===== src/rcfg_pkg.sv =====
// constants shared by the reconfiguration controller and its user end
// assumes one 50 MHz clock pclk and active-low asynchronous reset presetn
package rcfg_pkg;

	// ****************************************
	// geometry and timing
	// ****************************************
	localparam int NCH         = 2;
	localparam int SWG_W       = 3;
	localparam int PRE_W       = 3;
	localparam int EQ_W        = 3;
	localparam int DCG_W       = 2;
	localparam int CLK_NS      = 20;
	localparam int BUSY_CYC    = 20;
	localparam int PDN_MIN_NS  = 1000;
	localparam int PDN_CYC     = (PDN_MIN_NS + CLK_NS - 1) / CLK_NS;
	localparam int CNT_W       = 8;

	// ****************************************
	// request codes
	// ****************************************
	typedef enum logic [1:0] {
		DUP_RX_ONLY = 2'b01,
		DUP_TX_ONLY = 2'b10,
		DUP_BOTH    = 2'b11
	} rcfg_dup_t;

	typedef enum logic [2:0] {
		OP_ANALOG   = 3'h0,
		OP_CHAN_IF  = 3'h1,
		OP_RATE_DIV = 3'h2,
		OP_PATTERN  = 3'h3,
		OP_DIR_SW   = 3'h4,
		OP_BOND_SW  = 3'h5
	} rcfg_op_t;

	// ****************************************
	// apb register map of the user end
	// ****************************************
	localparam logic [7:0] A_CTRL   = 8'h00;
	localparam logic [7:0] A_WDATA  = 8'h04;
	localparam logic [7:0] A_STATUS = 8'h08;
	localparam logic [7:0] A_RDATA  = 8'h0c;

	localparam int C_RD   = 0;
	localparam int C_WR   = 1;
	localparam int C_OP   = 2;
	localparam int C_DUP  = 5;
	localparam int C_PDN  = 7;

	localparam int S_BUSY = 0;
	localparam int S_DV   = 1;
	localparam int S_REJ  = 2;
	localparam int S_LOCK = 3;
	localparam int S_PEND = 4;
	localparam int S_RUN  = 5;

	// settings word: swing, pre-emphasis, equalization, dc gain, rate divide
	localparam int F_SWG  = 0;
	localparam int F_PRE  = F_SWG + NCH * SWG_W;
	localparam int F_EQ   = F_PRE + NCH * PRE_W;
	localparam int F_DCG  = F_EQ + NCH * EQ_W;
	localparam int F_RDV  = F_DCG + NCH * DCG_W;
	localparam int F_TOP  = F_RDV + NCH;

	localparam logic [1:0] DUP_RST = 2'b10;

endpackage


===== src/rcfg_if.sv =====
// reconfiguration port between user fabric logic and the controller
// assumes both ends run on the same pclk
`timescale 1ns/1ps
interface rcfg_if;
	import rcfg_pkg::*;
	logic                   read;
	logic                   write;
	logic [1:0]             duplex_sel;
	logic [2:0]             op;
	logic [NCH*SWG_W-1:0]   swing_in;
	logic [NCH*PRE_W-1:0]   preemph_in;
	logic [NCH*EQ_W-1:0]    eq_in;
	logic [NCH*DCG_W-1:0]   dcgain_in;
	logic [NCH-1:0]         rate_div_in;
	logic                   powerdown;
	logic                   tx_digital_reset;
	logic                   rx_digital_reset;
	logic                   rx_analog_reset;
	logic                   busy;
	logic                   data_valid;
	logic                   rejected;
	logic                   freq_locked;
	logic [NCH*SWG_W-1:0]   differential_output_swing_out;
	logic [NCH*PRE_W-1:0]   preemph_out;
	logic [NCH*EQ_W-1:0]    eq_out;
	logic [NCH*DCG_W-1:0]   dcgain_out;

	modport dev (
		input  read, write, duplex_sel, op, swing_in, preemph_in, eq_in, dcgain_in,
		input  rate_div_in, powerdown, tx_digital_reset, rx_digital_reset, rx_analog_reset,
		output busy, data_valid, rejected, freq_locked,
		output differential_output_swing_out, preemph_out, eq_out, dcgain_out
	);
	modport usr (
		output read, write, duplex_sel, op, swing_in, preemph_in, eq_in, dcgain_in,
		output rate_div_in, powerdown, tx_digital_reset, rx_digital_reset, rx_analog_reset,
		input  busy, data_valid, rejected, freq_locked,
		input  differential_output_swing_out, preemph_out, eq_out, dcgain_out
	);
endinterface


===== src/rcfg_dev.sv =====
// reconfiguration controller for the analog front end of NCH channels
// assumes user logic on pclk drives the rcfg_if port; lock and channel-kind pins are async
//
// The APB register port and the register addresses were left to the implementer.
`timescale 1ns/1ps
module rcfg_dev
	import rcfg_pkg::*;
(
	input  wire logic                  pclk,
	input  wire logic                  presetn,
	rcfg_if.dev                        rc,
	input  wire logic                  cru_locked_to_data,
	input  wire logic [NCH-1:0]        chan_tx_only,
	output logic [NCH*SWG_W-1:0]       afe_swing,
	output logic [NCH*PRE_W-1:0]       afe_preemph,
	output logic [NCH*EQ_W-1:0]        afe_eq,
	output logic [NCH*DCG_W-1:0]       afe_dcgain,
	output logic [NCH-1:0]             afe_rate_div
);

	// ****************************************
	// types and state
	// ****************************************
	typedef enum logic [1:0] {
		ST_IDLE   = 2'b00,
		ST_CANCEL = 2'b01,
		ST_XFER   = 2'b10
	} rcfg_st_t;

	rcfg_st_t               st_r;
	logic [CNT_W-1:0]       cnt_r;
	logic                   cancel_done_r;
	logic                   is_read_r;
	logic [1:0]             dup_r;
	logic [2:0]             op_r;
	logic                   dv_r;
	logic                   rej_r;
	logic [1:0]             lock_s_r;
	logic [NCH-1:0]         txo_s0_r;
	logic [NCH-1:0]         txo_s1_r;
	logic [NCH*SWG_W-1:0]   swg_r;
	logic [NCH*PRE_W-1:0]   pre_r;
	logic [NCH*EQ_W-1:0]    eq_r;
	logic [NCH*DCG_W-1:0]   dcg_r;
	logic [NCH-1:0]         rdv_r;
	logic [NCH*SWG_W-1:0]   swg_q_r;
	logic [NCH*PRE_W-1:0]   pre_q_r;
	logic [NCH*EQ_W-1:0]    eq_q_r;
	logic [NCH*DCG_W-1:0]   dcg_q_r;
	logic [NCH*SWG_W-1:0]   swg_o_r;
	logic [NCH*PRE_W-1:0]   pre_o_r;
	logic [NCH*EQ_W-1:0]    eq_o_r;
	logic [NCH*DCG_W-1:0]   dcg_o_r;
	logic [NCH-1:0]         rdv_q_r;
	logic                   req;
	logic                   supported;
	logic                   accept;
	logic                   done;

	// ****************************************
	// pin synchronisers
	// ****************************************
	always_ff @(posedge pclk or negedge presetn) begin
		if (!presetn) begin
			lock_s_r <= 2'b00;
			txo_s0_r <= '0;
			txo_s1_r <= '0;
		end else begin
			lock_s_r <= {lock_s_r[0], cru_locked_to_data};
			txo_s0_r <= chan_tx_only;
			txo_s1_r <= txo_s0_r;
		end
	end

	// high only while locked to data, low while on the reference clock
	assign rc.freq_locked = lock_s_r[1] & ~rc.rx_analog_reset;

	// ****************************************
	// request filter
	// ****************************************
	// a simultaneous read and write is not a request at all
	assign req = (rc.read ^ rc.write) & ~rc.powerdown;
	always_comb begin
		supported = 1'b0;
		case (rcfg_op_t'(rc.op))
			OP_ANALOG:   supported = 1'b1;
			OP_CHAN_IF:  supported = 1'b1;
			OP_RATE_DIV: supported = ~rc.read | 1'b1;
			default:     supported = 1'b0;
		endcase
		// rate division needs every targeted channel to own a receiver
		if (rcfg_op_t'(rc.op) == OP_RATE_DIV && rc.write &&
		    |(rc.rate_div_in & txo_s1_r)) begin
			supported = 1'b0;
		end
	end
	assign accept = (st_r == ST_IDLE) && cancel_done_r && req && supported;
	assign done   = (st_r != ST_IDLE) && (cnt_r == CNT_W'(BUSY_CYC - 1));

	// ****************************************
	// sequencer
	// ****************************************
	// the busy time is the shortened model figure, not the silicon duration
	always_ff @(posedge pclk or negedge presetn) begin
		if (!presetn) begin
			st_r          <= ST_IDLE;
			cnt_r         <= '0;
			cancel_done_r <= 1'b0;
			is_read_r     <= 1'b0;
			dup_r         <= DUP_RST;
			op_r          <= OP_ANALOG;
		end else begin
			case (st_r)
				ST_IDLE: begin
					cnt_r <= '0;
					if (!cancel_done_r && !rc.powerdown) begin
						st_r <= ST_CANCEL;
					end else if (accept) begin
						st_r      <= ST_XFER;
						is_read_r <= rc.read;
						dup_r     <= rc.duplex_sel;
						op_r      <= rc.op;
					end
				end
				ST_CANCEL: begin
					cnt_r <= cnt_r + CNT_W'(1);
					if (done) begin
						st_r          <= ST_IDLE;
						cancel_done_r <= 1'b1;
					end
				end
				ST_XFER: begin
					cnt_r <= cnt_r + CNT_W'(1);
					if (done) begin
						st_r <= ST_IDLE;
					end
				end
				default: st_r <= ST_IDLE;
			endcase
		end
	end

	assign rc.busy = (st_r != ST_IDLE);

	// ****************************************
	// status flags
	// ****************************************
	always_ff @(posedge pclk or negedge presetn) begin
		if (!presetn) begin
			dv_r <= 1'b0;
		end else if (done && st_r == ST_XFER && is_read_r) begin
			dv_r <= 1'b1;
		end else if (accept) begin
			dv_r <= 1'b0;
		end
	end

	// an unsupported request raises rejected until the next accepted one
	always_ff @(posedge pclk or negedge presetn) begin
		if (!presetn) begin
			rej_r <= 1'b0;
		end else if (st_r == ST_IDLE && cancel_done_r && req && !supported) begin
			rej_r <= 1'b1;
		end else if (accept) begin
			rej_r <= 1'b0;
		end
	end

	assign rc.data_valid = dv_r;
	assign rc.rejected   = rej_r;

	// ****************************************
	// write data capture and settings store
	// ****************************************
	always_ff @(posedge pclk or negedge presetn) begin
		if (!presetn) begin
			swg_q_r <= '0;
			pre_q_r <= '0;
			eq_q_r  <= '0;
			dcg_q_r <= '0;
			rdv_q_r <= '0;
		end else if (accept && rc.write) begin
			swg_q_r <= rc.swing_in;
			pre_q_r <= rc.preemph_in;
			eq_q_r  <= rc.eq_in;
			dcg_q_r <= rc.dcgain_in;
			rdv_q_r <= rc.rate_div_in;
		end
	end

	always_ff @(posedge pclk or negedge presetn) begin
		if (!presetn) begin
			swg_r <= '0;
			pre_r <= '0;
			eq_r  <= '0;
			dcg_r <= '0;
			rdv_r <= '0;
		end else if (done && st_r == ST_XFER && !is_read_r) begin
			case (rcfg_op_t'(op_r))
				OP_ANALOG: begin
					// duplex select picks which side of the front end changes
					if (dup_r[1]) begin
						swg_r <= swg_q_r;
						pre_r <= pre_q_r;
					end
					if (dup_r[0]) begin
						eq_r  <= eq_q_r;
						dcg_r <= dcg_q_r;
					end
				end
				// whole-channel mode leaves equalization alone
				OP_CHAN_IF: begin
					swg_r <= swg_q_r;
					pre_r <= pre_q_r;
					dcg_r <= dcg_q_r;
				end
				OP_RATE_DIV: rdv_r <= rdv_q_r;
				default: rdv_r <= rdv_r;
			endcase
		end
	end

	// ****************************************
	// readback buses
	// ****************************************
	// channel n occupies bits [n*3 +: 3] of the swing bus
	always_ff @(posedge pclk or negedge presetn) begin
		if (!presetn) begin
			swg_o_r <= '0;
			pre_o_r <= '0;
			eq_o_r  <= '0;
			dcg_o_r <= '0;
		end else if (done && st_r == ST_XFER && is_read_r) begin
			if (dup_r[1]) begin
				swg_o_r <= swg_r;
				pre_o_r <= pre_r;
			end
			if (dup_r[0]) begin
				eq_o_r  <= eq_r;
				dcg_o_r <= dcg_r;
			end
		end
	end

	assign rc.differential_output_swing_out = swg_o_r;
	assign rc.preemph_out                   = pre_o_r;
	assign rc.eq_out                        = eq_o_r;
	assign rc.dcgain_out                    = dcg_o_r;
	assign afe_swing                        = swg_r;
	assign afe_preemph                      = pre_r;
	assign afe_eq                           = eq_r;
	assign afe_dcgain                       = dcg_r;
	assign afe_rate_div                     = rdv_r;

endmodule // rcfg_dev


===== src/flat_wrapper.sv =====
// flat-port wrapper written by rule: the top's interface ports become plain ports
module rcfg_dev_flat import rcfg_pkg::*;
  (pclk, presetn, cru_locked_to_data, chan_tx_only, afe_swing, afe_preemph, afe_eq, afe_dcgain, afe_rate_div, rc_read, rc_write, rc_duplex_sel, rc_op, rc_swing_in, rc_preemph_in, rc_eq_in, rc_dcgain_in, rc_rate_div_in, rc_powerdown, rc_tx_digital_reset, rc_rx_digital_reset, rc_rx_analog_reset, rc_busy, rc_data_valid, rc_rejected, rc_freq_locked, rc_differential_output_swing_out, rc_preemph_out, rc_eq_out, rc_dcgain_out);
  rcfg_if rc_i ();
  input  wire logic pclk;
  input  wire logic presetn;
  input  wire logic cru_locked_to_data;
  input  wire logic [NCH-1:0] chan_tx_only;
  output logic [NCH*SWG_W-1:0] afe_swing;
  output logic [NCH*PRE_W-1:0] afe_preemph;
  output logic [NCH*EQ_W-1:0] afe_eq;
  output logic [NCH*DCG_W-1:0] afe_dcgain;
  output logic [NCH-1:0] afe_rate_div;
  input wire logic [$bits(rc_i.read)-1:0] rc_read;
  input wire logic [$bits(rc_i.write)-1:0] rc_write;
  input wire logic [$bits(rc_i.duplex_sel)-1:0] rc_duplex_sel;
  input wire logic [$bits(rc_i.op)-1:0] rc_op;
  input wire logic [$bits(rc_i.swing_in)-1:0] rc_swing_in;
  input wire logic [$bits(rc_i.preemph_in)-1:0] rc_preemph_in;
  input wire logic [$bits(rc_i.eq_in)-1:0] rc_eq_in;
  input wire logic [$bits(rc_i.dcgain_in)-1:0] rc_dcgain_in;
  input wire logic [$bits(rc_i.rate_div_in)-1:0] rc_rate_div_in;
  input wire logic [$bits(rc_i.powerdown)-1:0] rc_powerdown;
  input wire logic [$bits(rc_i.tx_digital_reset)-1:0] rc_tx_digital_reset;
  input wire logic [$bits(rc_i.rx_digital_reset)-1:0] rc_rx_digital_reset;
  input wire logic [$bits(rc_i.rx_analog_reset)-1:0] rc_rx_analog_reset;
  output wire logic [$bits(rc_i.busy)-1:0] rc_busy;
  output wire logic [$bits(rc_i.data_valid)-1:0] rc_data_valid;
  output wire logic [$bits(rc_i.rejected)-1:0] rc_rejected;
  output wire logic [$bits(rc_i.freq_locked)-1:0] rc_freq_locked;
  output wire logic [$bits(rc_i.differential_output_swing_out)-1:0] rc_differential_output_swing_out;
  output wire logic [$bits(rc_i.preemph_out)-1:0] rc_preemph_out;
  output wire logic [$bits(rc_i.eq_out)-1:0] rc_eq_out;
  output wire logic [$bits(rc_i.dcgain_out)-1:0] rc_dcgain_out;
  assign rc_i.read = rc_read;
  assign rc_i.write = rc_write;
  assign rc_i.duplex_sel = rc_duplex_sel;
  assign rc_i.op = rc_op;
  assign rc_i.swing_in = rc_swing_in;
  assign rc_i.preemph_in = rc_preemph_in;
  assign rc_i.eq_in = rc_eq_in;
  assign rc_i.dcgain_in = rc_dcgain_in;
  assign rc_i.rate_div_in = rc_rate_div_in;
  assign rc_i.powerdown = rc_powerdown;
  assign rc_i.tx_digital_reset = rc_tx_digital_reset;
  assign rc_i.rx_digital_reset = rc_rx_digital_reset;
  assign rc_i.rx_analog_reset = rc_rx_analog_reset;
  assign rc_busy = rc_i.busy;
  assign rc_data_valid = rc_i.data_valid;
  assign rc_rejected = rc_i.rejected;
  assign rc_freq_locked = rc_i.freq_locked;
  assign rc_differential_output_swing_out = rc_i.differential_output_swing_out;
  assign rc_preemph_out = rc_i.preemph_out;
  assign rc_eq_out = rc_i.eq_out;
  assign rc_dcgain_out = rc_i.dcgain_out;
  rcfg_dev u_core (.pclk(pclk), .presetn(presetn), .rc(rc_i), .cru_locked_to_data(cru_locked_to_data), .chan_tx_only(chan_tx_only), .afe_swing(afe_swing), .afe_preemph(afe_preemph), .afe_eq(afe_eq), .afe_dcgain(afe_dcgain), .afe_rate_div(afe_rate_div));
endmodule

===== config.mk =====
export PLATFORM = sky130hd
export DESIGN_NAME = rcfg_dev_flat
export DESIGN_NICKNAME = d
export VERILOG_FILES = /design/src/rcfg_pkg.sv /design/src/rcfg_if.sv /design/src/rcfg_dev.sv /design/src/flat_wrapper.sv
export SDC_FILE = /design/constraint.sdc
export NUM_CORES = 1
export LEC_CHECK = 0
export ABC_AREA = 1
export BUFFER_PORTS_ARGS = -buffer_cell sky130_fd_sc_hd__buf_4
export CAP_MARGIN = 20
export CORE_MARGIN = 4
export CORE_UTILIZATION = 45
export DETAILED_ROUTE_END_ITERATION = 7
export PLACE_DENSITY = 0.65
export RECOVER_POWER = 100
export SLEW_MARGIN = 10
export SYNTH_ARGS = -nofsm -noshare
export SYNTH_HDL_FRONTEND = slang
export SYNTH_SLANG_ARGS = --single-unit

===== constraint.sdc =====
create_clock -name pclk -period 1.98 [get_ports pclk]
set_clock_uncertainty 0.1 [all_clocks]
set_input_delay 0.396 -clock pclk [delete_from_list [all_inputs] [get_ports pclk]]
set_output_delay 0.396 -clock pclk [all_outputs]
set_load 0.05 [all_outputs]

==> tab_implementation.tex <==
\begin{tabular}{lr}
\hline
Metric & Value \\
\hline
\multicolumn{2}{l}{\textbf{Run status}} \\
\quad Status & finished, final reports clean \\
\multicolumn{2}{l}{\textbf{Clock tree}} \\
\quad Reg clk slew, reported paths & 0.10 ns \\
\quad Clock latency on the worst-skew pair & 0.36 ns \\
\quad Total clock buffers created by CTS & 9 \\
\quad Clock tree from TritonCTS & built \\
\quad Clk root buf & clkbuf\_8 \\
\quad Clock tree buffer depth & 2 \\
\quad Number of sinks on the clock net & 95 \\
\quad Maximum level of the CTS H-tree & 3 \\
\multicolumn{2}{l}{\textbf{Global routing}} \\
\quad Vias in the first global route & 3115 \\
\quad Pin count of the biggest net entering global routing & 43 \\
\quad Number of antenna violations at the first check in global routing & 0 \\
\quad Total global routing overflow & 0 \\
\quad Total routing resource utilization after global routing & 0.184 \\
\quad First-pass GRT wire length & 15300 um \\
\multicolumn{2}{l}{\textbf{Synth}} \\
\quad Yosys Warn Count & 0 \\
\quad Avg Synthesized Cell Area & 8.97 um\^{}2 \\
\quad Post-synthesis cell area & 0.00405 mm\^{}2 \\
\quad Cell type with the largest total area after synthesis & dfrtp\_1 \\
\quad Net count of the mapped netlist & 497 \\
\quad Register area share after synthesis & 0.587 \\
\quad Ranking of synthesized cells by area & dfrtp\_1 (58\%), nand2\_1 (16\%), nand4\_1 (6.8\%) \\
\quad Syn Inst Count & 452 \\
\quad Synthesized flop and latch total & 95 \\
\quad Post-synthesis cell type count & 24 \\
\quad Top-area cell type share of the netlist area & 0.580 \\
\multicolumn{2}{l}{\textbf{Power and ir drop}} \\
\quad Static leakage & 2.86 nW \\
\quad Worst voltage drop across the vdd grid & 0.000454 V \\
\quad Post-route total power & 3.76 mW \\
\quad Power Density & 726 mW/mm\^{}2 \\
\multicolumn{2}{l}{\textbf{Detailed routing}} \\
\quad Average wire per cell in the routed design & 13.9 um \\
\quad Detailed-route DRC error count & 0 \\
\quad Aggregate routed wire length & 9190 um \\
\quad First-pass detailed-route iteration total & 4 \\
\quad Antenna-violating nets left & 0 \\
\quad Count of vias placed by the detailed router & 3329 \\
\quad Initial DRC count & 161 \\
\quad Vias/cell & 5.02 \\
\multicolumn{2}{l}{\textbf{Floorplan}} \\
\quad Total die area & 0.0106 mm\^{}2 \\
\quad Initial core utilization & 0.462 \\
\quad I/O Pins & 90 \\
\quad Placeable core region & 0.00876 mm\^{}2 \\
\quad Vertical extent of the die & 103 um \\
\quad Core Rows & 34 \\
\quad Chip width & 103 um \\
\multicolumn{2}{l}{\textbf{Placement}} \\
\quad Port Buffer Count & 87 \\
\quad Routability congestion estimate from global placement & 0.823 \\
\quad Dpl hpwl & 6690 um \\
\multicolumn{2}{l}{\textbf{Final layout}} \\
\quad Final core utilization & 0.591 \\
\quad Most used cells in the layout excluding fill and tap cells & nand2\_1 (173), buf\_4 (97), dfrtp\_1 (94), nand4\_1 (44), o21ai\_0 (31) \\
\quad Layout cell share with drive strength beyond 1 & 0.249 \\
\quad Most common cell after layout, fill and taps aside & nand2\_1 \\
\quad Antenna Cells & 0 \\
\quad Area growth from synthesis to layout & 27.9\% \\
\quad Post-layout nets & 595 \\
\multicolumn{2}{l}{\textbf{Timing}} \\
\quad Total negative slack for setup checks & 0 ns \\
\quad Tightest hold margin & 0.0567 ns \\
\quad Number of endpoints failing setup at the final stage & 0 \\
\quad Highest Clock Rate & 525 MHz \\
\quad Period utilisation layout & 0.961 \\
\quad Slew Viols, Final & 0 \\
\quad Final Hold Violating Endpoints & 0 \\
\quad Final worst path period need & 1.90 ns \\
\quad Remaining max-slew budget at the tightest pin & 0.496 \\
\quad Pin slew with the least headroom to its limit & 0.756 ns \\
\multicolumn{2}{l}{\textbf{Flow run}} \\
\quad Number of maximum-capacitance violations & 0 \\
\multicolumn{2}{l}{\textbf{Critical path}} \\
\quad Crit Path Category & reg2out \\
\quad Critical path fanouts, max & 4 \\
\quad Arr. time, crit path & 1.41 ns \\
\quad Type of destination of the critical path & output pin \\
\quad CP startpoint kind & flop \\
\quad Data required time at the worst endpoint & 1.48 ns \\
\multicolumn{2}{l}{\textbf{Worst hold path}} \\
\quad Path category of the worst min-delay check & in2reg \\
\hline
\end{tabular}
[layer usage]
layer / GRT usage / routed length (um) / part of all wire
met5: 0 / 0 / 0
met4: 0.0488 / 108 / 0.012
met3: 0.0392 / 456 / 0.050
met2: 0.276 / 4160 / 0.45
met1: 0.271 / 4460 / 0.49
[power by group]
group / switching (mW) / internal, mW / leakage (nW) / total [mW]
Clock: 0.726 / 0.613 / 0.104 / 1.34
Combinational: 0.253 / 0.149 / 1.50 / 0.402
Sequential: 0.0356 / 1.99 / 1.25 / 2.02
Total: 1.02 / 2.75 / 2.86 / 3.76
[Yosys cell counts]
| master | n |
|---|---|
| nand2_1 | 173 |
| dfrtp_1 | 94 |
| nand4_1 | 44 |
| o21ai_0 | 33 |
| inv_1 | 28 |
| nor2_1 | 16 |
| clkbuf_1 | 10 |
| nand3_1 | 8 |
| buf_4 | 7 |
| o21ai_1 | 6 |
| ha_1 | 5 |
| nor3_1 | 5 |
| nand3_2 | 4 |
| a21oi_1 | 3 |
| buf_2 | 3 |
| nor3b_1 | 3 |
| buf_6 | 2 |
| inv_2 | 2 |
| and3_1 | 1 |
| dfstp_2 | 1 |
| nand2_2 | 1 |
| nor2_2 | 1 |
| nor2_8 | 1 |
| nor3_2 | 1 |
[metrics by stage]
stage | setup WS, ns | cells | area (um^2)
after detailed placement | 0.0307 | 641 | 4880
final | 0.0770 | 663 | 5180
after floorplan | 0.0174 | 452 | 4050
after CTS | 0.0102 | 658 | 5100
after global placement | 0.0594 | 641 | 4880
after global routing | -0.0489 | 663 | 5180
[logic make-up (layout without fill, tap and decap cells)]
| family | count (synthesis) | count (layout) | share of synthesized area |
|---|---|---|---|
| AOI/OAI and AO/OA | 42 | 42 | 0.0519 |
| adders and majority gates | 5 | 5 | 0.0154 |
| buffers and inverters | 52 | 155 | 0.0593 |
| DFF | 95 | 95 | 0.587 |
| and+or+nand+nor | 258 | 258 | 0.287 |
[worst paths after layout]
check / start / endpoint / slack (ns) / depth (start not counted)
hold / removal: chan_tx_only[1] / u_core.txo_s0_r[1] / 0.06 / 1
min in group asynchronous: presetn / u_core.cnt_r[1] / 0.53 / 2
max in group asynchronous: presetn / u_core.rc.dcgain_out[1] / 0.24 / 3
setup / recovery: u_core.st_r[0] / rc_busy / 0.08 / 4
setup reg to reg: u_core.st_r[0] / u_core.eq_q_r[1] / 0.09 / 10
hold reg to reg: u_core.txo_s0_r[1] / u_core.txo_s1_r[1] / 0.26 / 0
[critical path, stage by stage (launching register included)]
cell and delay (ns):
dfrtp_1 0.41, inv_1 0.09, ha_1 0.24, inv_2 0.11, buf_4 0.20
[layout make-up]
type	instances	area, um^2
Fill cell	812	3580
Sequential cell	95	2380
Multi-Input combinational cell	305	1470
Timing Repair Buffer	109	880
Tap cell	108	135
Clock buffer	9	124
Inverter	30	113
Clock inverter	7	86.3
[flip-flops by register name, indices dropped and copies added, names as in the netlist, 3 cells and up]
name,count
u_core.swg_q_r,6
u_core.afe_dcgain,4
u_core.afe_swing,6
u_core.afe_eq,6
u_core.cnt_r,8
u_core.pre_q_r,6
u_core.rc.differential_output_swing_out,6
u_core.rc.preemph_out,6
u_core.rc.eq_out,6
u_core.eq_q_r,6
u_core.op_r,3
u_core.afe_preemph,6
u_core.dcg_q_r,4
u_core.rc.dcgain_out,4
[what timing repair did]
item                                    4_1_cts  5_1_grt
hold buffers                                  1        0
endpoints found under the setup margin        0       71
setup buffers                                 0        4
gates resized for setup                       0       10
endpoints found under the hold margin        26        0
(Power assumes the default switching activity.)
